### config.mk
export PLATFORM = sky130hd
export DESIGN_NAME = itd_decoder
export DESIGN_NICKNAME = d
export VERILOG_FILES = /design/src/core/itd_pkg.sv /design/src/core/itd_decoder.sv /design/src/core/itd_port_rmw.sv
export SDC_FILE = /design/constraint.sdc
export NUM_CORES = 1
export LEC_CHECK = 0
export BUFFER_PORTS_ARGS = -buffer_cell sky130_fd_sc_hd__buf_2
export CAP_MARGIN = 40
export CORE_MARGIN = 2
export CORE_UTILIZATION = 35
export CTS_BUF_LIST = sky130_fd_sc_hd__clkbuf_4
export DETAILED_ROUTE_END_ITERATION = 10
export REMOVE_ABC_BUFFERS = 1
export SETUP_SLACK_MARGIN = 0.3
export SLEW_MARGIN = 10
export SYNTH_ARGS = -nofsm -noshare
export SYNTH_HDL_FRONTEND = slang
export SYNTH_SLANG_ARGS = --single-unit
### constraint.sdc
create_clock -name clk -period 1.9 [get_ports clk]
set_input_delay 0.38 -clock clk [delete_from_list [all_inputs] [get_ports clk]]
set_output_delay 0.38 -clock clk [all_outputs]
set_load 0.01 [all_outputs]
### src/core/itd_pkg.sv
// Package of instruction lengths, cycle counts, port decode constants and read source and sequencer state types.
//
// Overview of operation
// - Accumulator rotates, plain or through carry, are one byte and one cycle.
// - Accumulator-register moves take one cycle; accumulator-indirect moves take two cycles, one byte.
// - Direct-to-direct and immediate-to-direct moves are three bytes, three cycles; others two.
// - Loading the data pointer with an immediate is three bytes and three cycles.
// - Code memory loads indexed by accumulator are one byte and four cycles.
// - Every extended data move, read or write, takes four cycles.
// - Stack push and pop of a direct byte are two bytes and two cycles.
// - Register exchange takes one cycle; indirect, nibble and direct exchanges take two.
// - Carry-only bit ops are one byte, one cycle; direct-bit ops two bytes, two.
// - Indirect jump via accumulator plus data pointer is one byte, three cycles.
// - Long jump and call are three bytes, four cycles; returns one byte, four.
// - Absolute call, absolute jump and short jump are two bytes, three cycles.
// - Two-byte conditional branches complete in three cycles.
// - Three-byte bit-test, compare and direct decrement branches complete in four cycles.
// - A port bit used purely as an input operand samples the pin.
// - A port destination of a read-modify-write operation reads the output latch.
// - Bit writes to a port read the whole latch byte, change one bit, rewrite.
// - Extended data moves are flagged on ext_access as external data space accesses.
package itd_pkg;

  // Instruction length and cycle count as held by the decoder.
  localparam logic [1:0] LEN_1 = 2'h1;
  localparam logic [1:0] LEN_2 = 2'h2;
  localparam logic [1:0] LEN_3 = 2'h3;
  localparam logic [3:0] CYC_1 = 4'h1;
  localparam logic [3:0] CYC_2 = 4'h2;
  localparam logic [3:0] CYC_3 = 4'h3;
  localparam logic [3:0] CYC_4 = 4'h4;
  localparam logic [3:0] CYC_9 = 4'h9;

  // Direct addresses of the four port latches and the bit-address base per port.
  localparam logic [7:0] PORT0_ADDR = 8'h80;
  localparam logic [7:0] PORT1_ADDR = 8'h90;
  localparam logic [7:0] PORT2_ADDR = 8'ha0;
  localparam logic [7:0] PORT3_ADDR = 8'hb0;
  localparam logic [7:0] PORT_LATCH_RST = 8'hff;

  // Operand source selection for port reads.
  typedef enum logic [1:0] {
    itd_src_none,
    itd_src_pin,
    itd_src_latch
  } itd_src_e;

  // Timing state of the cycle sequencer.
  typedef enum logic [1:0] {
    itd_st_fetch,
    itd_st_exec,
    itd_st_done
  } itd_state_e;

endpackage : itd_pkg

### src/core/itd_decoder.sv
// Instruction timing decoder with port read-modify-write control for four ports.
`timescale 1ns/1ns
module itd_decoder (
  // Clock and reset.
  input  wire logic        clk,
  input  wire logic        rstn,
  // Instruction presented by the fetch unit.
  input  wire logic        instr_valid,
  input  wire logic [7:0]  opcode,
  input  wire logic [7:0]  operand1,
  input  wire logic        carry_in,
  input  wire logic [7:0]  acc_in,
  // Decoded timing.
  output logic             instr_ready,
  output logic      [1:0]  instr_len,
  output logic      [3:0]  instr_cycles,
  output logic             instr_done,
  output logic             ext_access,
  // Ports.
  input  wire logic [31:0] port_pins,
  output logic      [31:0] port_latches,
  output logic      [7:0]  port_rd_data
);

  logic       rst_s1_q;
  logic       rst_s2_q;
  logic [1:0] len_d;
  logic [3:0] cyc_d;
  logic [1:0] len_q;
  logic [3:0] cyc_q;
  logic [3:0] cnt_q;
  logic       ext_d;
  logic       ext_q;
  logic       busy_q;
  logic       done_q;
  logic       is_rmw;
  logic       is_bitwr;
  logic       is_bitrd;
  logic       bit_val;
  logic [7:0] port_addr;
  logic [2:0] bit_sel;
  logic [1:0] port_idx;
  logic       port_hit;
  logic [7:0] rd_vec [4];
  logic [7:0] wr_data;

  // Reset release through two flops.
  always_ff @(posedge clk or negedge rstn) begin
    if (!rstn) begin
      rst_s1_q <= 1'b0;
      rst_s2_q <= 1'b0;
    end else begin
      rst_s1_q <= 1'b1;
      rst_s2_q <= rst_s1_q;
    end
  end

  // Length and cycle lookup per opcode; groups follow the opcode map rows.
  always_comb begin
    len_d = itd_pkg::LEN_1;
    cyc_d = itd_pkg::CYC_1;
    ext_d = 1'b0;
    unique casez (opcode)
      8'h03, 8'h13, 8'h23, 8'h33: begin
        len_d = itd_pkg::LEN_1; cyc_d = itd_pkg::CYC_1;
      end
      8'b1110_1???, 8'b1111_1???: cyc_d = itd_pkg::CYC_1;
      8'he6, 8'he7, 8'hf6, 8'hf7: cyc_d = itd_pkg::CYC_2;
      8'h85, 8'h75: begin
        len_d = itd_pkg::LEN_3; cyc_d = itd_pkg::CYC_3;
      end
      8'he5, 8'h74, 8'hf5, 8'b0111_1???, 8'b1010_1???, 8'b1000_1???, 8'h76, 8'h77,
      8'h86, 8'h87, 8'ha6, 8'ha7: begin
        len_d = itd_pkg::LEN_2; cyc_d = itd_pkg::CYC_2;
      end
      8'h90: begin
        len_d = itd_pkg::LEN_3; cyc_d = itd_pkg::CYC_3;
      end
      8'h93, 8'h83: cyc_d = itd_pkg::CYC_4;
      8'he0, 8'he2, 8'he3, 8'hf0, 8'hf2, 8'hf3: begin
        cyc_d = itd_pkg::CYC_4;
        ext_d = 1'b1;
      end
      8'hc0, 8'hd0: begin
        len_d = itd_pkg::LEN_2; cyc_d = itd_pkg::CYC_2;
      end
      8'b1100_1???: cyc_d = itd_pkg::CYC_1;
      8'hc6, 8'hc7, 8'hd6, 8'hd7: cyc_d = itd_pkg::CYC_2;
      8'hc5: begin
        len_d = itd_pkg::LEN_2; cyc_d = itd_pkg::CYC_2;
      end
      8'hc3, 8'hd3, 8'hb3, 8'h00: cyc_d = itd_pkg::CYC_1;
      8'hc2, 8'hd2, 8'hb2, 8'h82, 8'hb0, 8'h72, 8'ha0, 8'ha2, 8'h92: begin
        len_d = itd_pkg::LEN_2; cyc_d = itd_pkg::CYC_2;
      end
      8'h73: cyc_d = itd_pkg::CYC_3;
      8'h02, 8'h12: begin
        len_d = itd_pkg::LEN_3; cyc_d = itd_pkg::CYC_4;
      end
      8'h22, 8'h32: cyc_d = itd_pkg::CYC_4;
      8'b???1_0001, 8'b???0_0001, 8'h80: begin
        len_d = itd_pkg::LEN_2; cyc_d = itd_pkg::CYC_3;
      end
      8'h40, 8'h50, 8'h60, 8'h70, 8'b1101_1???: begin
        len_d = itd_pkg::LEN_2; cyc_d = itd_pkg::CYC_3;
      end
      8'h20, 8'h30, 8'hb4, 8'hb5, 8'b1011_011?, 8'b1011_1???, 8'hd5: begin
        len_d = itd_pkg::LEN_3; cyc_d = itd_pkg::CYC_4;
      end
      8'h10: begin
        len_d = itd_pkg::LEN_3; cyc_d = itd_pkg::CYC_4;
      end
      8'ha4, 8'h84: cyc_d = itd_pkg::CYC_9;
      8'h52, 8'h42, 8'h62, 8'h05, 8'h15, 8'h24, 8'h34, 8'h94, 8'h54, 8'h44, 8'h64,
      8'h25, 8'h35, 8'h95: begin
        len_d = itd_pkg::LEN_2; cyc_d = itd_pkg::CYC_2;
      end
      8'h53, 8'h43, 8'h63: begin
        len_d = itd_pkg::LEN_3; cyc_d = itd_pkg::CYC_3;
      end
      8'ha3, 8'h06, 8'h07, 8'h16, 8'h17, 8'hd4,
      8'h26, 8'h27, 8'h36, 8'h37, 8'h96, 8'h97, 8'h56, 8'h57, 8'h46, 8'h47, 8'h66,
      8'h67: begin
        cyc_d = (opcode == 8'ha3) ? itd_pkg::CYC_3 : itd_pkg::CYC_2;
      end
      default: begin
        len_d = itd_pkg::LEN_1; cyc_d = itd_pkg::CYC_1;
      end
    endcase
  end

  // Port operand classification: destination byte and bit modifies, bit writes, pure pin reads (bit reads and the direct byte read).
  always_comb begin
    is_rmw   = 1'b0;
    is_bitwr = 1'b0;
    is_bitrd = 1'b0;
    bit_val  = 1'b0;
    unique case (opcode)
      8'h52, 8'h42, 8'h62, 8'h53, 8'h43, 8'h63, 8'h05, 8'h15, 8'hd5: is_rmw = 1'b1;
      8'h10, 8'hb2: is_rmw = 1'b1;
      8'h92: begin
        is_bitwr = 1'b1; bit_val = carry_in;
      end
      8'hc2: is_bitwr = 1'b1;
      8'hd2: begin
        is_bitwr = 1'b1; bit_val = 1'b1;
      end
      8'h20, 8'h30, 8'h82, 8'hb0, 8'h72, 8'ha0, 8'ha2, 8'he5: is_bitrd = 1'b1;
      default: is_bitrd = 1'b0;
    endcase
  end

  // Byte opcodes address the port directly; bit opcodes carry port and bit in operand1.
  // The direct byte read samples pins too, but masking its address would alias other registers.
  assign port_addr = (is_bitwr || (is_bitrd && opcode != 8'he5) || opcode == 8'h10 ||
                      opcode == 8'hb2) ? {operand1[7:3], 3'b000} : operand1;
  assign bit_sel   = operand1[2:0];
  assign port_idx  = port_addr[5:4];
  assign port_hit  = (port_addr == itd_pkg::PORT0_ADDR) || (port_addr == itd_pkg::PORT1_ADDR) ||
                     (port_addr == itd_pkg::PORT2_ADDR) || (port_addr == itd_pkg::PORT3_ADDR);
  assign wr_data   = acc_in;

  // One port block per latch; only the addressed one is strobed.
  for (genvar g = 0; g < 4; g++) begin : g_port
    logic sel;
    assign sel = port_hit && (port_idx == 2'(g)) && instr_valid && instr_ready;
    itd_port_rmw u_port (
      .clk       (clk),
      .rst_n     (rst_s2_q),
      .pin_in    (port_pins[8*g +: 8]),
      .latch_out (port_latches[8*g +: 8]),
      .rd_pin    (sel && is_bitrd),
      .rd_latch  (sel && (is_rmw || is_bitwr)),
      .wr_byte   (sel && opcode == 8'hf5),
      .wr_data   (wr_data),
      .wr_bit    (sel && is_bitwr),
      .bit_sel   (bit_sel),
      .bit_val   (bit_val),
      .rd_data   (rd_vec[g])
    );
  end

  // Read data captured into a flop so the data output is registered.
  always_ff @(posedge clk or negedge rst_s2_q) begin
    if (!rst_s2_q) begin
      port_rd_data <= 8'h00;
    end else if (instr_valid && instr_ready && port_hit) begin
      port_rd_data <= rd_vec[port_idx];
    end
  end

  // Cycle counter: instruction taken when idle, done pulses after its full cycle count.
  always_ff @(posedge clk or negedge rst_s2_q) begin
    if (!rst_s2_q) begin
      busy_q <= 1'b0;
      cnt_q  <= 4'h0;
      len_q  <= 2'h0;
      cyc_q  <= 4'h0;
      ext_q  <= 1'b0;
      done_q <= 1'b0;
    end else begin
      done_q <= 1'b0;
      if (!busy_q && instr_valid) begin
        len_q  <= len_d;
        cyc_q  <= cyc_d;
        ext_q  <= ext_d;
        cnt_q  <= cyc_d - 4'h1;
        busy_q <= (cyc_d != itd_pkg::CYC_1);
        done_q <= (cyc_d == itd_pkg::CYC_1);
      end else if (busy_q) begin
        cnt_q <= cnt_q - 4'h1;
        if (cnt_q == 4'h1) begin
          busy_q <= 1'b0;
          done_q <= 1'b1;
        end
      end
    end
  end

  // Held values reflect the most recently taken instruction.
  assign instr_ready  = !busy_q;
  assign instr_len    = len_q;
  assign instr_cycles = cyc_q;
  assign instr_done   = done_q;
  assign ext_access   = ext_q;

endmodule // itd_decoder

### src/core/itd_port_rmw.sv
// Port latch with pin-or-latch read selection and bitwise read-modify-write.
`timescale 1ns/1ns
module itd_port_rmw (
  // Clock and reset.
  input  wire logic       clk,
  input  wire logic       rst_n,
  // Port pins.
  input  wire logic [7:0] pin_in,
  output logic      [7:0] latch_out,
  // Access from the decoder.
  input  wire logic       rd_pin,
  input  wire logic       rd_latch,
  input  wire logic       wr_byte,
  input  wire logic [7:0] wr_data,
  input  wire logic       wr_bit,
  input  wire logic [2:0] bit_sel,
  input  wire logic       bit_val,
  output logic      [7:0] rd_data
);

  logic [7:0] latch_q;

  // Bit writes merge into the whole latch byte so other bits keep their latched level.
  always_ff @(posedge clk or negedge rst_n) begin
    if (!rst_n) begin
      latch_q <= itd_pkg::PORT_LATCH_RST;
    end else if (wr_byte) begin
      latch_q <= wr_data;
    end else if (wr_bit) begin
      latch_q[bit_sel] <= bit_val;
    end
  end

  // Pure inputs see the pin; modify paths see the latch, avoiding loaded-pin misreads.
  always_comb begin
    if (rd_latch) begin
      rd_data = latch_q;
    end else if (rd_pin) begin
      rd_data = pin_in;
    end else begin
      rd_data = 8'h00;
    end
  end

  assign latch_out = latch_q;

endmodule // itd_port_rmw

======== Yosys cells after proc, flatten, opt, wreduce, memory -nomap -nowiden ========
Cells that the tools add are included.
storage, ports and cells
  bits in registers ....................... 55
  bits in latches ......................... 0
  bits in writable memories ............... 0
  ROM bits ................................ 0
  input bits .............................. 60
  output and inout bits ................... 49
  logic and storage cells ................. 230
  memories ................................ 0
cells by class
  add/subtract/negate cells ............... 2
  multipliers ............................. 0
  divide/modulo/power cells ............... 0
  magnitude comparators ................... 3
  eq/ne operators ......................... 112
  shifts and indexed selects .............. 0
  multiplexer cells ....................... 42
  bitwise logic cells ..................... 1
  reductions and logical operators ........ 57
operator list
  cell                                            count
  == test 8 bit (second input constant)           51
  == test 8 x 7 -> 1 bit (second input constant)  25
  two-way mux 8 bit                               18
  == test 8 x 6 -> 1 bit (second input constant)  12
  OR reduction 46 bit                             2
  == test 8 x 5 -> 1 bit (second input constant)  5
  bitwise mux 8 bit                               4
  logical AND 1 bit                               32
  == test 5 bit (second input constant)           5
  == test 8 x 3 -> 1 bit (second input constant)  3
  one-hot mux 4 bit (5 select lines)              1
  OR reduction 20 bit                             1
  OR reduction 18 bit                             1
  binary-select mux 8 bit (select 2 bit)          1
  OR reduction 16 bit                             1
  OR reduction 15 bit                             1
  two-way mux 1 bit                               12
  OR reduction 11 bit                             1
  nonzero test 2 bit                              5
  == test 4 x 1 -> 1 bit (second input constant)  2
  == test 8 x 2 -> 1 bit (second input constant)  1
  two-way mux 4 bit                               2
  inequality test 8 bit (second input constant)   1
  OR reduction 8 bit                              1
  other kinds (21)                                29

======== Longest topological paths before layout ========
Gate-level depths: netlist of run 1.
  depth after elaboration ................. 21
  depth in mapped cells ................... 11
  mapped depth without buffers ............ 9

======== Hierarchy ========
Synthesis of run 1 repeated with hierarchy kept, for this count alone.
unflattened totals
  cell total of the unflattened synthesis .. 446
  area, all modules ....................... 4281.6 µm²
modules (own cells, without submodules)
  module        instances  cells an instance  area each (µm²)  seq. area each (µm²)
  itd_port_rmw  4          55                 543.0            210.2
  itd_decoder   1          226                2109.5           575.6

======== Least setup slack after synthesis of run 1 ========
No wires, ideal clock.
  path kind ............................... input to register
  from .................................... in opcode[5]
  to ...................................... reg cnt_q[1]
  library setup time ...................... 128 ps
  arrival time ............................ 2338 ps
  required time ........................... 1772 ps
  setup slack ............................. -565 ps
  stages on the path ...................... 11
  buffers on the path ..................... 2
  cells stage by stage .................... buf_2 > clkbuf_1 > o21bai_1 > o32ai_1 > nor4_1 > nand3_1 > nor4_1 > ha_1 > nand2_1 > o211a_1 > a21oi_1
on the way
  longest elaborated chain between the ends .. 5
  elaborated cells on any way between the ends .. 108
  those cells by class .................... add/sub: 1; eq/ne: 99; mux: 3; reduce/logical: 5
ends and longest elaborated chain
  element                                                             line                text
  start, declared                                                     itd_decoder.sv:9    input wire logic [7:0] opcode,
  == test 8 bit, or another cell as far along                         itd_decoder.sv:63   unique casez (opcode)
  OR reduction 46 bit (no source line), or another cell as far along  n/a
  one-hot mux 4 bit (5 select lines) (*)                              itd_decoder.sv:63
  subtractor 4 x 1 -> 4 bit (*)                                       itd_decoder.sv:207  cnt_q <= cyc_d - 4'h1;
  two-way mux 4 bit (*)                                               itd_decoder.sv:203  if (!busy_q && instr_valid) begin
  end signal, assigned                                                itd_decoder.sv:207
  end signal, assigned                                                itd_decoder.sv:211  cnt_q <= cnt_q - 4'h1;
  end, declared                                                       itd_decoder.sv:31   logic [3:0] cnt_q;
Every way passes the cells marked *; elsewhere a longest branch is shown, timed or not.
A chain may end at the register's enable or synchronous reset.

======== Final worst setup path of run 1 ========
  from .................................... in opcode[1]
  to ...................................... reg cnt_q[1]
on the way
  longest elaborated chain between the ends .. 5
  elaborated cells on any way between the ends .. 105
  those cells by class .................... add/sub: 1; eq/ne: 96; mux: 3; reduce/logical: 5
ends and longest elaborated chain
  element                                                             line
  == test 8 bit, or another cell as far along                         itd_decoder.sv:63
  OR reduction 46 bit (no source line), or another cell as far along  n/a
  one-hot mux 4 bit (5 select lines) (*)                              itd_decoder.sv:63
  subtractor 4 x 1 -> 4 bit (*)                                       itd_decoder.sv:207
  two-way mux 4 bit (*)                                               itd_decoder.sv:203
Marked as above.

==> flow_metrics.tcl, run 1 <==
set metrics [dict create \
    outcome "finished with violations" \
    violations "setup timing" \
    worstPathArrival_ps 2310 \
    clock-skew-final_ps 15.0 \
    synth_edf_count 0 \
    min_period_over_period_pct 106 \
    die_y_um 107 \
    synth_seq_cells 55 \
    cts.htree.levels 2 \
    viasPerCell 5.56 \
    synth_largest_area_cell "dfstp_2" \
    num-fill-cells 838 \
    syn_avg_cell_area_sq_um 9.52 \
    fin_area_sq_um 6400 \
    whs_ps 257 \
    syn_inst 388 \
    grt_pass1_vias 4093 \
    grt_max_degree 54 \
    multi_input_area_sq_um 2980 \
    tightest_slew_ps 650 \
    finalCriticalPeriod_ps 2020 \
    slew_viol_final 0 \
    criticalPathCategory "in2reg" \
    rows 37 \
    fin_util_pct 62.3 \
    start_util_pct 36.0 \
    cp-start-kind "primary input" \
    peakVddDrop_mv 0.700 \
    clock_latency_ps 390 \
    num_io_pins 109 \
    yosys_warnings 0 \
    placement.io_buffers 108 \
    die_x_um 107 \
    cts_root_buffer "clkbuf_4" \
    postRouteAntennaNets 0 \
    end_kind "register" \
    synthDistinctLibCells 68 \
    wl_um 13400 \
    fin_nets 660 \
    wl_per_cell_um 18.3 \
    gr-usage-all-layers_pct 22.2 \
    postPlaceCellArea_sq_um 5040 \
    grt_pass1_wl_um 20300 \
    drive_gt1_share_pct 70.4 \
    path_max_fanout 5 \
    syn_to_final_growth_pct 73.2 \
    dp_hpwl_um 9200 \
    clockBufferDepth 2 \
    required_ps 2190 \
    clk_pin_slew_worst_paths_ps 170 \
    dieArea_sq_um 11400 \
    slew_headroom_pct 56.7 \
    syn_area_sq_um 3690 \
    max_clock_freq_mhz 496 \
    hp-class "reg2async" \
    synth_top_area_share_pct 22.8 \
    synth-async-reset-ratio_pct 100 \
    vias 4079 \
    clock-sinks 55 \
    power.density_nw_per_um2 478 \
    cts_tree "built" \
    drtPass1Iterations 4 \
    cts_buffers 5 \
    grt-ovfl-total 0 \
    hold_violations 0 \
    seq_area_frac_synth_pct 38.3 \
    rsz0062_at_grt "yes" \
    p_leak_nw 2.75 \
    post-synth-top-count-cell "o21ai_0" \
    regArea_sq_um 1420 \
    core_sq_um 10300 \
    setup_viol 14 \
    diodes 0 \
    drt_iter0_markers 149 \
    synthTopCellsByArea "dfstp_2, dfrtp_1, mux4_2, o21ai_0, a21oi_1" \
    antenna_found_initial 1 \
    cap_violations 0 \
    setup_slack_ps -117 \
    drcViolationCount 0 \
    yosys-top-cells-count "o21ai_0, dfstp_2, a21oi_1" \
    gp_congestion 0.891 \
    ys.flop_type "dfstp_2" \
]
==> path summary, 6_finish.rpt <==
path                       slack (ps)                       endpoint  cells after the start       from
max                              -120                       cnt_q[1]                     12  opcode[1]
min                               260                port_rd_data[2]                      1   rst_s2_q
max reg2reg                       120  g_port[0].u_port.latch_out[1]                      7     busy_q
min reg2reg                       260                port_rd_data[2]                      1   rst_s2_q
max in group asynchronous        1360  g_port[1].u_port.latch_out[7]                      1   rst_s2_q
min in group clk                  290  g_port[0].u_port.latch_out[3]                      3  acc_in[3]
==> power by group <==
part	switching (W)	internal, W	total, W
Sequential	0.0000688	0.00129	0.00135
Combinational	0.000592	0.000545	0.00114
Clock	0.000412	0.000154	0.000566
==> registers in the layout (all words and copies together), names as in the netlist <==
register and flops:
rst_s1_q 1, instr_done 1, rst_s2_q 1, busy_q 1, cnt_q 4, port_rd_data 8
g_port.u_port.latch_out 32, ext_access 1, instr_len 2, instr_cycles 4
==> worst max-delay path, stage by stage <==
cell,delay (ps)
buf_8,110
buf_6,120
a21oi_4,190
o32ai_4,130
nor4_4,380
nand3_2,190
nor4_4,190
buf_4,190
ha_4,200
nand2_2,50
o211a_1,140
a21oi_1,40
==> repair_timing <==
action                     in CTS  in global routing
hold buffers                    1                  0
resized for setup             156                 94
setup buffers                  14                  6
pin swaps                      40                 36
setup endpoints to repair      51                 50
hold endpoints to repair        2                  0
gates cloned                    3                  0
==> layout make-up <==
class                      count  area share [%]
inverter                      24            1.41
clock buffer                   5           0.587
timing repair buffer         225            26.2
sequential                    55            22.2
multi-input combinational    285            46.6
tap                          136            2.66
clock inverter                 3           0.352
==> routing by layer <==
layer / GRT usage (%) / vias up / wire (um)
met5: 0 / - / 13
met4: 6.31 / 2 / 281
met3: 3.22 / 24 / 534
met2: 39.8 / 132 / 7010
met1: 27.9 / 2021 / 5600
li1: - / 1900 / -
==> metrics by stage <==
| step | TNS, ps | total power, W | cells | setup WS, ps |
|---|---|---|---|---|
| 6_report | -506 | 0.00306 | 733 | -117 |
| 5_1_grt | -1130 | 0.00322 | 733 | -199 |
| 4_1_cts | -283 | 0.00294 | 727 | -43.7 |
| 3_5_place_dp | -24060 | 0.00227 | 701 | -674 |
| 3_3_place_gp | -22850 | 0.00225 | 701 | -627 |
| 2_1_floorplan | -11100 | 0.00180 | 364 | -475 |
==> cells by family (layout without fill, tap and decap cells) <==
logic type	after synthesis	count (layout)	share of synthesized area, %
AOI/OAI and AO/OA	140	140	25.2
and+or+nand+nor	112	112	17.1
DFF	55	55	38.3
buffers and inverters	48	257	5.11
muxes	26	26	12.4
adders and majority gates	4	4	1.35
xor gates and xnor gates	2	2	0.474
other	1	1	0.101
==> cells in the final DEF (no fill, tap or decap), drive strengths merged, types with 7 or more instances in the layout <==
cell type,instances
a21oi,31
buf,222
clkbuf,7
dfrtp,23
dfstp,32
inv,26
mux2,8
mux4,15
nand2,28
nand3,8
nor2,16
nor3,12
o21ai,41
o22ai,10
o31ai,17
Note: power is estimated with default switching activity, not from simulation.
==> inputs of run 2 (changes only) <==
--- a/config.mk
+++ b/config.mk
@@ -8,9 +8,12 @@
 export BUFFER_PORTS_ARGS = -buffer_cell sky130_fd_sc_hd__buf_2
 export CAP_MARGIN = 40
 export CORE_MARGIN = 2
-export CORE_UTILIZATION = 35
+export CORE_UTILIZATION = 54
 export CTS_BUF_LIST = sky130_fd_sc_hd__clkbuf_4
 export DETAILED_ROUTE_END_ITERATION = 10
+export GPL_TIMING_DRIVEN = 1
+export MAX_ROUTING_LAYER = met4
+export PLACE_DENSITY = 0.83
 export REMOVE_ABC_BUFFERS = 1
 export SETUP_SLACK_MARGIN = 0.3
 export SLEW_MARGIN = 10
==> flow_metrics.tcl, run 2 <==
set metrics [dict create \
    synthDistinctLibCells 68 \
    worstEpCategory "register input" \
    rows 30 \
    gr-usage-all-layers_pct 72.4 \
    outcome "aborted with a tool error" \
    synth_largest_area_cell "dfstp_2" \
    clock-sinks 55 \
    synth_seq_cells 55 \
    seq_area_frac_synth_pct 38.3 \
    dp_hpwl_um 8880 \
    num_io_pins 109 \
    synth-async-reset-ratio_pct 100 \
    placement.io_buffers 108 \
    synth_top_area_share_pct 22.8 \
    postPlaceCellArea_sq_um 4940 \
    ys.flop_type "dfstp_2" \
    synthTopCellsByArea "dfstp_2, dfrtp_1, mux4_2, o21ai_0, a21oi_1" \
    synth_edf_count 0 \
    gp_congestion 0.892 \
    haltStage "global routing" \
    yosys-top-cells-count "o21ai_0, dfstp_2, a21oi_1" \
    cts_root_buffer "clkbuf_4" \
    post-synth-top-count-cell "o21ai_0" \
    die_y_um 86.7 \
    cts.htree.levels 2 \
    clockBufferDepth 2 \
    start_util_pct 55.0 \
    crit_endpoint "cnt_q[1]$_DFFE_PN0P_/D" \
    die_x_um 86.7 \
    syn_avg_cell_area_sq_um 9.52 \
    syn_area_sq_um 3690 \
    grt-ovfl-total 5 \
    syn_inst 388 \
    grt_max_degree 54 \
    yosys_warnings 0 \
    cts_buffers 5 \
    error "[ERROR GRT-0232] Routing congestion too high. Check the congestion heatmap in the GUI." \
]
-- run 2: cell counts after synthesis --
Identical to the previous run, type by type.
-- run 2: stage by stage --
stage / TNS [ps] / util, % / worst slack [ps] / instances / hold slack (ps)
4_1_cts: -127 / 88.4 / -60.3 / 664 / 243
3_5_place_dp: -24840 / 73.5 / -739 / 639 / 166
3_3_place_gp: -22580 / 73.5 / -629 / 639 / 164
2_1_floorplan: -11100 / - / -475 / 364 / 84.4
-- run 2: logic make-up after synthesis --
logic type | count (synthesis) | share of synthesized area [%]
AND/OR/NAND/NOR | 112 | 17.1
multiplexers | 26 | 12.4
adder cells (fa/ha/maj) | 4 | 1.35
XOR/XNOR | 2 | 0.474
flip-flops | 55 | 38.3
other | 1 | 0.101
AO/OA/AOI/OAI | 140 | 25.2
buffers and inverters | 48 | 5.11
-- run 2: layer usage --
layer  track usage (%)  overflow
met3              53.0         0
met4              67.0         3
met1              73.0         0
met5                 -         -
met2              88.7         2
-- run 2: repair_timing --
action,CTS
pin swaps,63
endpoints found under the setup margin,49
gates cloned,4
hold buffers,1
endpoints found under the hold margin,2
setup buffers,12
gates resized for setup,187
==> inputs of run 3 (changes only) <==
--- a/config.mk
+++ b/config.mk
@@ -8,14 +8,11 @@
 export BUFFER_PORTS_ARGS = -buffer_cell sky130_fd_sc_hd__buf_2
 export CAP_MARGIN = 40
 export CORE_MARGIN = 2
-export CORE_UTILIZATION = 54
-export CTS_BUF_LIST = sky130_fd_sc_hd__clkbuf_4
+export CORE_UTILIZATION = 40
 export DETAILED_ROUTE_END_ITERATION = 10
 export GPL_TIMING_DRIVEN = 1
-export MAX_ROUTING_LAYER = met4
-export PLACE_DENSITY = 0.83
+export PLACE_DENSITY_LB_ADDON = 0.15
 export REMOVE_ABC_BUFFERS = 1
-export SETUP_SLACK_MARGIN = 0.3
 export SLEW_MARGIN = 10
 export SYNTH_ARGS = -nofsm -noshare
 export SYNTH_HDL_FRONTEND = slang
==> flow_metrics.tcl, run 3 (synthesis results as in run 1) <==
set metrics [dict create \
    outcome "finished with violations" \
    violations "setup timing" \
    power.density_nw_per_um2 498 \
    num_io_pins 109 \
    cpMaxStageDelayCell "or4_4" \
    cts.htree.levels 2 \
    wl_per_cell_um 19.1 \
    largest_reg_flops 32 \
    antenna_found_initial 0 \
    max_clock_freq_mhz 468 \
    placement.io_buffers 108 \
    finalCriticalPeriod_ps 2140 \
    clock_latency_ps 320 \
    hp-class "reg2async" \
    slew_viol_final 0 \
    min_period_over_period_pct 112 \
    die_x_um 100 \
    slew_headroom_pct 54.9 \
    path_cells "buf_12 -> or3b_4 -> or4_4 -> o2111ai_4 -> buf_12 -> nand2_8 -> buf_12 -> o21ba_1 -> a31oi_1" \
    hold_violations 0 \
    worstRegToRegCells 7 \
    cp-start-kind "primary input" \
    cap_violations 0 \
    fin_tns_setup_ps -3140 \
    critPathMaxStageDelay_ps 530 \
    tightest_slew_ps 677 \
    dpl.cell_count 670 \
    start_util_pct 40.6 \
    gp_congestion 0.918 \
    cts_root_buffer "clkbuf_8" \
    layout_commonest_cell "buf_2" \
    core_sq_um 9110 \
    combPwrFrac_pct 35.8 \
    rows 35 \
    fin_util_pct 71.1 \
    rsz0062_at_grt "yes" \
    switchingPower_w 0.00111 \
    setup_viol 44 \
    drt_iter0_markers 226 \
    wl_um 13700 \
    clockBufferDepth 2 \
    stdcell_count 716 \
    vias 4182 \
    p_int_w 0.00211 \
    criticalPathCategory "in2reg" \
    grt-ovfl-total 0 \
    syn_to_final_growth_pct 75.2 \
    postRouteAntennaNets 0 \
    clock-sinks 55 \
    p_total_w 0.00322 \
    clock-skew-final_ps 7.82 \
    cpMostUsedCell "buf_12" \
    drcViolationCount 0 \
    die_y_um 100 \
    cts_tree "built" \
    fin_nets 668 \
    sw_frac_of_total_pct 34.5 \
    grt_pass1_vias 3767 \
    drtPass1Iterations 4 \
    grt_max_degree 54 \
    dieArea_sq_um 10000 \
    viasPerCell 5.84 \
    gr-usage-all-layers_pct 23.4 \
    cts_buffers 5 \
    worstPathArrival_ps 2370 \
    drive_gt1_share_pct 70.4 \
    diodes 0 \
    p_leak_nw 2.78 \
    mostFrequentLayoutCells "buf_2, buf_4, dfstp_2" \
    setup_slack_ps -236 \
    clk_pin_slew_worst_paths_ps 110 \
    required_ps 2130 \
    dp_hpwl_um 8780 \
    seqPwrFrac_pct 41.9 \
    path_max_fanout 7 \
    grt_pass1_wl_um 18900 \
    peakVddDrop_mv 0.685 \
    end_kind "register" \
    p_clk_share_pct 22.3 \
]
==> run 3: per-layer routing <==
metal / wire, um / global-route usage (%) / share of wire [%] / vias up
li1: - / - / - / 1920
met1: 5410 / 31.3 / 39 / 2056
met2: 7160 / 40.5 / 52 / 174
met3: 748 / 3.20 / 5.5 / 32
met4: 385 / 5.58 / 2.8 / 0
met5: 0 / 0 / 0 / -
==> run 3: path summary, 6_finish.rpt <==
check	startpoint	endpoint	slack (ps)
max reg2reg	busy_q	g_port[2].u_port.latch_out[2]	-90
max in group asynchronous	rst_s2_q	g_port[2].u_port.latch_out[3]	1340
min reg2reg	rst_s2_q	cnt_q[2]	260
min	rst_s2_q	cnt_q[2]	260
min in group clk	acc_in[3]	g_port[0].u_port.latch_out[3]	370
max	opcode[2]	g_port[2].u_port.latch_out[2]	-240
==> run 3: layout make-up <==
cell class	count	area [sq um]
sequential	55	1420
clock inverter	3	28.8
inverter	24	90.1
clock buffer	5	68.8
tap	111	139
fill	640	2640
multi-input combinational	285	2920
timing repair buffer	233	1810
==> run 3: repair_timing <==
action | 4_1_cts | 5_1_grt
gates resized for setup | 66 | 164
endpoints found under the setup margin | 44 | 46
hold buffers | 1 | 0
gates cloned | 0 | 4
pin swaps | 23 | 38
endpoints found under the hold margin | 2 | 0
setup buffers | 16 | 18
==> run 3: worst max-delay path, delay by kind of cell <==
family | cells | cell delay (ps)
compound gates | 3 | 510
simple gates | 3 | 1010
buf+inv | 3 | 460
==> run 3: power groups by stage <==
| stage | Combinational [W] | Clock [W] | Sequential (W) |
|---|---|---|---|
| after global routing | 0.00125 | 0.000775 | 0.00137 |
| after detailed placement | 0.000902 | 0 | 0.00137 |
| after global placement | 0.000880 | 0 | 0.00137 |
| final | 0.00116 | 0.000718 | 0.00135 |
| after CTS | 0.00102 | 0.000725 | 0.00135 |
| after floorplan | 0.000394 | 0 | 0.00141 |
==> run 3: metrics by stage <==
step / hold WS, ps / setup slack [ps] / area, sq um
4_1_cts: 279 / -152 / 5480
3_5_place_dp: 167 / -661 / 4980
2_1_floorplan: 84.4 / -475 / 3600
5_1_grt: 298 / -268 / 6470
6_report: 258 / -236 / 6470
3_3_place_gp: 165 / -622 / 4980
